### src/fsp_defs.svh
`ifndef FSP_DEFS_SVH
`define FSP_DEFS_SVH
// Register byte offsets
`define FSP_OFS_MODE 12'h000
`define FSP_OFS_OFF_THR 12'h004
`define FSP_OFS_START_THR 12'h008
`define FSP_OFS_START_DUTY 12'h00c
`define FSP_OFS_SLOPE 12'h010
`define FSP_OFS_MAN_DUTY 12'h014
`define FSP_OFS_STATUS 12'h018
`define FSP_OFS_TEMP 12'h01c
`define FSP_OFS_RPM 12'h020
// Reset values
`define FSP_RST_OFF_THR 7'h00
`define FSP_RST_START_THR 7'h14
`define FSP_RST_START_DUTY 7'h46
`define FSP_RST_SLOPE 3'h1
`define FSP_RST_MAN_DUTY 7'h7f
// Duty range
`define FSP_DUTY_MAX 7'h7f
// Field positions
`define FSP_STAT_ON_BIT 8
`define FSP_TEMP_SYS_LSB 8
// Timing
`define FSP_CLK_KHZ 250000
`define FSP_PWM_FREQ_KHZ 25
`define FSP_PWM_DIV ((`FSP_CLK_KHZ) / ((`FSP_PWM_FREQ_KHZ) * 128))
`define FSP_TACH_GATE_MS 1000
`define FSP_TACH_PPR 2
`define FSP_RPM_SCALE (60000 / ((`FSP_TACH_GATE_MS) * (`FSP_TACH_PPR)))
`endif

### src/fsp_pkg.sv
`default_nettype none
package fsp_pkg;
  // Fan operating modes
  typedef enum logic [1:0] {
    FSP_FULL = 2'b00,
    FSP_AUTO = 2'b01,
    FSP_MAN = 2'b10
  } fsp_mode_t;
  // Software settings travelling together
  typedef struct packed {
    fsp_mode_t mode;
    logic [6:0] off_thr;
    logic [6:0] start_thr;
    logic [6:0] start_duty;
    logic [2:0] slope;
    logic [6:0] man_duty;
  } fsp_cfg_t;
endpackage
`default_nettype wire

### src/fsp_top.sv
`include "fsp_defs.svh"
`default_nettype none
module fsp_top import fsp_pkg::*; #(
  parameter int unsigned TACH_GATE_CYC = `FSP_TACH_GATE_MS * `FSP_CLK_KHZ
) (
  // Clock and reset
  input wire logic pclk,
  input wire logic presetn,
  // APB slave
  input wire logic psel,
  input wire logic penable,
  input wire logic pwrite,
  input wire logic [11:0] paddr,
  input wire logic [31:0] pwdata,
  output logic [31:0] prdata,
  output logic pready,
  output logic pslverr,
  // Temperatures in degrees C, from sensor logic on pclk
  input wire logic [6:0] cpu_temp,
  input wire logic [6:0] sys_temp,
  // Fan pins
  input wire logic fan_tach,
  output logic fan_pwm
);
  fsp_cfg_t cfg_r; // Software settings
  logic [31:0] prdata_r; // Read data, loaded in setup
  logic pready_r; // One access cycle per transfer
  logic pslverr_r; // Unmapped address flag
  logic [6:0] duty_r; // Applied duty
  logic [6:0] duty_nxt; // Target duty
  logic fan_on_r; // Auto-mode run state
  logic fan_on_nxt;
  logic pwm_r; // Registered pin drive
  logic [6:0] pwm_cnt_r; // Slot within PWM period
  logic [7:0] div_r; // Slot prescaler
  logic slot_en; // One-cycle slot tick
  logic [1:0] tach_sync_r; // Two-stage synchroniser
  logic tach_prev_r; // For edge detect
  logic tach_rise; // Rising tach edge, seen this cycle
  logic [31:0] gate_r; // Measurement window counter
  logic [15:0] edges_r; // Tach edges this window
  logic [15:0] rpm_r; // Last speed result
  logic [7:0] excess; // Degrees above start point, less the first degree
  logic [14:0] ramp; // Excess times 2^(slope-1), zero for slope 0
  logic [15:0] sum; // Start duty plus ramp
  logic wr_en; // Write takes effect
  logic setup; // APB setup cycle
  logic hit; // Address is mapped

  // Bus strobes: setup cycle and a write that lands on the pready edge
  assign setup = psel && !penable;
  assign wr_en = psel && penable && pready_r && pwrite && !pslverr_r;

  // Address decode
  // Read-only words decode too, so reading them raises no error
  always_comb begin
    unique case (paddr)
      `FSP_OFS_MODE, `FSP_OFS_OFF_THR, `FSP_OFS_START_THR,
      `FSP_OFS_START_DUTY, `FSP_OFS_SLOPE, `FSP_OFS_MAN_DUTY,
      `FSP_OFS_STATUS, `FSP_OFS_TEMP, `FSP_OFS_RPM: hit = 1'b1;
      default: hit = 1'b0;
    endcase
  end

  // Handshake: zero wait states, answer is ready in first access cycle
  always_ff @(posedge pclk or negedge presetn) begin
    if (!presetn) begin
      pready_r <= 1'b0;
      pslverr_r <= 1'b0;
    end else begin
      pready_r <= setup;
      pslverr_r <= setup && !hit;
    end
  end

  // Read data captured in setup so prdata comes from a flop
  always_ff @(posedge pclk or negedge presetn) begin
    if (!presetn) begin
      prdata_r <= 32'h0000_0000;
    end else if (setup) begin
      prdata_r <= 32'h0000_0000;
      unique case (paddr)
        `FSP_OFS_MODE: prdata_r[1:0] <= cfg_r.mode;
        `FSP_OFS_OFF_THR: prdata_r[6:0] <= cfg_r.off_thr;
        `FSP_OFS_START_THR: prdata_r[6:0] <= cfg_r.start_thr;
        `FSP_OFS_START_DUTY: prdata_r[6:0] <= cfg_r.start_duty;
        `FSP_OFS_SLOPE: prdata_r[2:0] <= cfg_r.slope;
        `FSP_OFS_MAN_DUTY: prdata_r[6:0] <= cfg_r.man_duty;
        `FSP_OFS_STATUS: begin
          prdata_r[6:0] <= duty_r;
          prdata_r[`FSP_STAT_ON_BIT] <= fan_on_r;
        end
        `FSP_OFS_TEMP: begin
          prdata_r[6:0] <= cpu_temp;
          prdata_r[`FSP_TEMP_SYS_LSB +: 7] <= sys_temp;
        end
        `FSP_OFS_RPM: prdata_r[15:0] <= rpm_r;
        default: prdata_r <= 32'h0000_0000;
      endcase
    end
  end

  // Settings; parameter writes are accepted in any mode and the
  // caller is trusted to change them only in the matching mode
  always_ff @(posedge pclk or negedge presetn) begin
    if (!presetn) begin
      cfg_r.mode <= FSP_FULL;
      cfg_r.off_thr <= `FSP_RST_OFF_THR;
      cfg_r.start_thr <= `FSP_RST_START_THR;
      cfg_r.start_duty <= `FSP_RST_START_DUTY;
      cfg_r.slope <= `FSP_RST_SLOPE;
      cfg_r.man_duty <= `FSP_RST_MAN_DUTY;
    end else if (wr_en) begin
      unique case (paddr)
        `FSP_OFS_MODE: begin
          // Code 3 is illegal and falls back to the safe full-on mode
          if (pwdata[1:0] == FSP_AUTO) cfg_r.mode <= FSP_AUTO;
          else if (pwdata[1:0] == FSP_MAN) cfg_r.mode <= FSP_MAN;
          else cfg_r.mode <= FSP_FULL;
        end
        `FSP_OFS_OFF_THR: cfg_r.off_thr <= pwdata[6:0];
        `FSP_OFS_START_THR: cfg_r.start_thr <= pwdata[6:0];
        `FSP_OFS_START_DUTY: cfg_r.start_duty <= pwdata[6:0];
        `FSP_OFS_SLOPE: cfg_r.slope <= pwdata[2:0];
        `FSP_OFS_MAN_DUTY: cfg_r.man_duty <= pwdata[6:0];
        default: ;
      endcase
    end
  end

  // Auto run state with hysteresis between the two thresholds
  // Between the thresholds the fan keeps whatever state it had
  always_comb begin
    fan_on_nxt = fan_on_r;
    if (cfg_r.mode != FSP_AUTO) begin
      fan_on_nxt = 1'b1;
    end else if (cpu_temp <= cfg_r.off_thr) begin
      fan_on_nxt = 1'b0;
    end else if (cpu_temp > cfg_r.start_thr) begin
      fan_on_nxt = 1'b1;
    end
  end

  // Ramp: first degree past the start point gives the start duty
  // Compared at 8 bits so a start point of 127 cannot wrap to zero
  always_comb begin
    excess = 8'h00;
    if ({1'b0, cpu_temp} > {1'b0, cfg_r.start_thr} + 8'h01) begin
      excess = {1'b0, cpu_temp - cfg_r.start_thr - 7'h01};
    end
    // Code k gives 2^(k-1) steps per degree; code 0 holds the start duty
    // power-of-two slope
    if (cfg_r.slope == 3'h0) ramp = 15'h0000;
    else ramp = 15'({7'h00, excess} << (cfg_r.slope - 3'h1));
    sum = {9'h000, cfg_r.start_duty} + {1'b0, ramp};
  end

  // Target duty per mode
  always_comb begin
    unique case (cfg_r.mode)
      FSP_FULL: duty_nxt = `FSP_DUTY_MAX;
      FSP_AUTO: begin
        if (!fan_on_nxt) duty_nxt = 7'h00;
        else if (sum > {9'h000, `FSP_DUTY_MAX}) duty_nxt = `FSP_DUTY_MAX;
        else duty_nxt = sum[6:0];
      end
      FSP_MAN: duty_nxt = cfg_r.man_duty;
      default: duty_nxt = `FSP_DUTY_MAX;
    endcase
  end

  // Applied duty and run state
  // The extra stage keeps the ramp adder off the pin compare path
  always_ff @(posedge pclk or negedge presetn) begin
    if (!presetn) begin
      duty_r <= `FSP_DUTY_MAX;
      fan_on_r <= 1'b1;
    end else begin
      duty_r <= duty_nxt;
      fan_on_r <= fan_on_nxt;
    end
  end

  // Slot prescaler: 128 slots make one PWM period
  assign slot_en = (div_r == 8'(`FSP_PWM_DIV - 1));
  always_ff @(posedge pclk or negedge presetn) begin
    if (!presetn) begin
      div_r <= 8'h00;
      pwm_cnt_r <= 7'h00;
    end else if (slot_en) begin
      div_r <= 8'h00;
      pwm_cnt_r <= pwm_cnt_r + 7'h01;
    end else begin
      div_r <= div_r + 8'h01;
    end
  end

  // Pin drive; full-on holds the pin high with no low slot at all
  // Limitation: duty 127 still leaves one low slot in each period
  always_ff @(posedge pclk or negedge presetn) begin
    if (!presetn) begin
      pwm_r <= 1'b1;
    end else if (cfg_r.mode == FSP_FULL) begin
      pwm_r <= 1'b1;
    end else begin
      pwm_r <= (pwm_cnt_r < duty_r);
    end
  end

  // Tach synchroniser; only the second stage feeds logic
  // Reset to the idle-high level so release does not fake an edge
  always_ff @(posedge pclk or negedge presetn) begin
    if (!presetn) begin
      tach_sync_r <= 2'b11;
      tach_prev_r <= 1'b1;
    end else begin
      tach_sync_r <= {tach_sync_r[0], fan_tach};
      tach_prev_r <= tach_sync_r[1];
    end
  end

  // A rising tach edge after the synchroniser
  assign tach_rise = tach_sync_r[1] && !tach_prev_r;

  // Limitation: the reading moves in steps of one edge per window
  // gated edge count
  always_ff @(posedge pclk or negedge presetn) begin
    if (!presetn) begin
      gate_r <= 32'h0000_0000;
      edges_r <= 16'h0000;
      rpm_r <= 16'h0000;
    end else if (gate_r == TACH_GATE_CYC - 1) begin
      gate_r <= 32'h0000_0000;
      // An edge on the window's last cycle opens the next count
      edges_r <= {15'h0000, tach_rise};
      rpm_r <= 16'(edges_r * `FSP_RPM_SCALE);
    end else begin
      gate_r <= gate_r + 32'h0000_0001;
      if (tach_rise && edges_r != 16'hffff) begin
        edges_r <= edges_r + 16'h0001;
      end
    end
  end

  // Every output comes straight from a flop
  assign prdata = prdata_r;
  assign pready = pready_r;
  assign pslverr = pslverr_r;
  assign fan_pwm = pwm_r;
endmodule
`default_nettype wire

### config.mk
export PLATFORM = sky130hd
export DESIGN_NAME = fsp_top
export DESIGN_NICKNAME = d
export VERILOG_FILES = /design/src/fsp_pkg.sv /design/src/fsp_top.sv
export VERILOG_INCLUDE_DIRS = /design/src
export SDC_FILE = /design/constraint.sdc
export NUM_CORES = 1
export LEC_CHECK = 0
export ABC_AREA = 1
export BUFFER_PORTS_ARGS = -buffer_cell sky130_fd_sc_hd__buf_2
export CAP_MARGIN = 20
export CORE_MARGIN = 4
export CORE_UTILIZATION = 30
export CTS_CLUSTER_DIAMETER = 50
export DETAILED_ROUTE_END_ITERATION = 7
export GPL_TIMING_DRIVEN = 0
export SETUP_SLACK_MARGIN = 0.1
export SLEW_MARGIN = 10
export SYNTH_ARGS = -nofsm -noshare
export SYNTH_HDL_FRONTEND = slang
export SYNTH_SLANG_ARGS = --single-unit
### constraint.sdc
create_clock -name pclk -period 5.5 [get_ports pclk]
set_clock_uncertainty 0.05 [all_clocks]
set_input_delay 0.275 -clock pclk [delete_from_list [all_inputs] [get_ports pclk]]
set_output_delay 0.275 -clock pclk [all_outputs]
set_load 0.01 [all_outputs]
==> results_dict.tcl <==
set metrics [dict create \
    p_leak_nw 5.37 \
    hold-worst-slack_ns 0.0363 \
    start_util_pct 30.3 \
    final_period_minus_worst_setup_slack_ns 4.90 \
    maxSlewViolCount 0 \
    rsz0062_at_grt "no" \
    synth_top_flop_cell "sky130_fd_sc_hd__dfrtp_1" \
    synth.yosys.seq_area_share_pct 36.2 \
    tightestPinTransition_ns 0.959 \
    cellPowerDensity_mw_per_mm2 264 \
    yosys.area.top_type_share_pct 29.5 \
    route.layer.met1.wl_mm 11.2 \
    synth_area_mm2 0.00984 \
    synthDistinctLibCells 55 \
    critPathMaxFanout 7 \
    core_region_area_mm2 0.0325 \
    path_common_cell "sky130_fd_sc_hd__nand2_1" \
    max_slew_headroom_pct 35.6 \
    cts.reportedPaths.clkPinSlew_ns 0.07 \
    gr-total-overflow 0 \
    die_area_mm2 0.0358 \
    post_synth_most_frequent_cells "sky130_fd_sc_hd__nand2_1, sky130_fd_sc_hd__inv_1, sky130_fd_sc_hd__o21ai_0" \
    cts_tree "built" \
    yosysWarningCount 0 \
    finalHoldViolations 0 \
    wirelength_mm 24.4 \
    critical-path-max-stage-delay_ns 0.43 \
    min-delay-path-class "primary input to register" \
    synth_largest_area_cell "sky130_fd_sc_hd__dfrtp_1" \
    yosys-top-cells-area "sky130_fd_sc_hd__dfrtp_1, sky130_fd_sc_hd__ha_1, sky130_fd_sc_hd__nand2_1" \
    area_growth_syn_to_layout_pct 15.8 \
    route.met3.wl_um 795 \
    place_congestion 0.857 \
    fp.dieW_um 189 \
    ios 99 \
    hold_path_depth 3 \
    final.fill_count 3361 \
    syn_inst_count 1233 \
    top_layer "met4" \
    fin_crit_sh_pct 89.1 \
    floorplan.die.height_um 189 \
    grt_pass1_wl_mm 41.0 \
    final.setup.tns_ns 0 \
    holdPathEnd "prdata[10]" \
    total_of_buffers_placed_on_input_and_output_ports 57 \
    n_antenna_cell 0 \
    nets 1487 \
    largest_net_degree_at_the_start_of_global_routing 76 \
    clock_tree.root_cell "sky130_fd_sc_hd__clkbuf_16" \
    cts_buffer_depth 2 \
    fp-row-count 66 \
    fmax_mhz 204 \
    met2_wirelength_mm 11.9 \
    synthesized_area_divided_by_synthesized_cell_count_um2 7.98 \
    ff2ff_path_depth 31 \
    finalSetupViolations 0 \
    first_global_vias 8163 \
    wl_per_cell_um 13.7 \
    r2r-end "duty_r[6]" \
    via_count 8317 \
    antenna_violations_before_repair 0 \
    cap_viol_max_count 0 \
    class_of_the_most_critical_setup_path "register to register" \
    post-route-drc-count 0 \
    timing.hold.worst.start "sys_temp[2]" \
    synth-edff-count 0 \
    clkLatencyLatePin_ns 0.42 \
    cts_max_level 4 \
    cp_data_arrival_time_ns 5.21 \
    synth-seq-cells 141 \
    run_status "completed" \
    track_usage_pct 14.0 \
    drt_iter0_drc 543 \
    routed_via_density 4.66 \
    worst_r2r_startpoint "cfg_r[18]" \
    worst-endpoint-required_ns 5.81 \
    cp_slowest_cell "sky130_fd_sc_hd__fa_1" \
    timing.critical_path.from_type "register" \
    clkSinkCount 141 \
    postSynth.asyncResetShare_pct 100 \
    drt_pass1_iterations 5 \
    vdd.ir_drop.worst_mv 0.248 \
    drive_gt1_share_pct 14.0 \
    yosys.cell_count.top_type "sky130_fd_sc_hd__nand2_1" \
    dp_hpwl_mm 19.1 \
    ff2ff_setup_slack_ns 0.60 \
    end_kind "register" \
    clock_buffer_count_from_cts 17 \
    drtAntennaViolNets 0 \
]
==> where the power goes <==
| part | total (mW) | internal, mW | switching, mW |
|---|---|---|---|
| logic | 0.728 | 0.317 | 0.411 |
| registers | 1.10 | 1.06 | 0.0441 |
| clock network | 1.18 | 0.689 | 0.487 |
| total | 3.01 | 2.07 | 0.942 |
==> stage by stage <==
step	util [%]	area, um^2	total power, mW	std cells	setup WS [ns]
finish	35.1	11400	3.01	1783	0.600
global route	35.1	11400	3.24	1783	0.152
CTS	35.1	11400	3.05	1783	0.482
detailed placement	33.2	10800	1.85	1749	0.541
global placement	33.1	10700	1.83	1747	0.655
floorplan	-	9890	1.68	1248	1.31
==> cells by family (layout without fill, tap and decap cells) <==
logic type	after synthesis	in the layout	share of synthesized area [%]
DFF	141	141	36.2
adders and majority gates	95	95	14.0
other	1	16	0.0381
and+or+nand+nor	514	514	24.9
xor gates and xnor gates	39	39	3.47
AOI/OAI and AO/OA	225	225	12.3
buffers and inverters	218	311	9.09
==> area by class of cell <==
cell class | instances | area, um^2 | area share, %
multi-input cells | 889 | 5440 | 47.7
flip-flops and latches | 141 | 3560 | 31.2
inverters | 186 | 701 | 6.15
well taps | 442 | 553 | 4.85
clock buffers | 18 | 439 | 3.86
repair buffers | 61 | 348 | 3.05
plain buffers | 32 | 194 | 1.70
clock inverters | 14 | 159 | 1.39
==> worst max-delay path by stage <==
stage / from / to / slack (ns)
finish: cfg_r[18] / duty_r[6] / 0.60
CTS: cfg_r[18] / duty_r[6] / 0.48
detailed placement: cfg_r[18] / duty_r[6] / 0.54
floorplan: cfg_r[17] / duty_r[0] / 1.31
global placement: cfg_r[18] / duty_r[6] / 0.66
global route: cfg_r[18] / duty_r[6] / 0.15
==> layout by cell type, fill, tap and decap left out, types with 24 or more instances in the layout <==
cell type / Yosys / final
sky130_fd_sc_hd__fa_1: 25 / 25
sky130_fd_sc_hd__ha_1: 70 / 70
sky130_fd_sc_hd__nor3_1: 24 / 24
sky130_fd_sc_hd__inv_1: 180 / 180
sky130_fd_sc_hd__xor2_1: 24 / 24
sky130_fd_sc_hd__buf_2: 2 / 59
sky130_fd_sc_hd__nor2_1: 90 / 90
sky130_fd_sc_hd__dfstp_2: 25 / 25
sky130_fd_sc_hd__dfrtp_1: 116 / 116
sky130_fd_sc_hd__nand2_1: 228 / 228
sky130_fd_sc_hd__a21oi_1: 76 / 76
sky130_fd_sc_hd__o21ai_0: 119 / 118
sky130_fd_sc_hd__nand4_1: 36 / 36
sky130_fd_sc_hd__nand3_1: 65 / 65
==> critical path, delay by kind of cell, from the launching register on <==
| family | cells | cell delay, ns |
|---|---|---|
| AND/OR/NAND/NOR | 20 | 2.16 |
| XOR/XNOR | 1 | 0.16 |
| buffers and inverters | 2 | 0.17 |
| AO/OA/AOI/OAI | 4 | 0.72 |
| adder cells (fa/ha/maj) | 4 | 1.15 |
| flip-flops | 1 | 0.42 |
==> timing repair <==
action / 4_1_cts / 5_1_grt
hold endpoints to repair: 64 / 0
setup endpoints to repair: 0 / 6
hold buffers: 2 / 0
gates resized for setup: 0 / 1
buffers inserted: 0 / 0
==> registers in the layout, summed over array words and instances, names as in the netlist <==
register / count
rpm_r: 15
prdata: 16
tach_prev_r: 1
fan_on_r: 1
cfg_r: 33
edges_r: 16
pslverr: 1
gate_r: 32
pready: 1
fan_pwm: 1
div_r: 8
duty_r: 7
pwm_cnt_r: 7
tach_sync_r: 2
==> per-layer routing <==
metal | vias to the layer above | track usage [%]
met2 | 154 | 24.0
li1 | 4235 | -
met5 | - | 0
met1 | 3892 | 18.3
met4 | 0 | 3.56
met3 | 36 | 2.42
No activity file was read; power rests on OpenSTA's default activity.
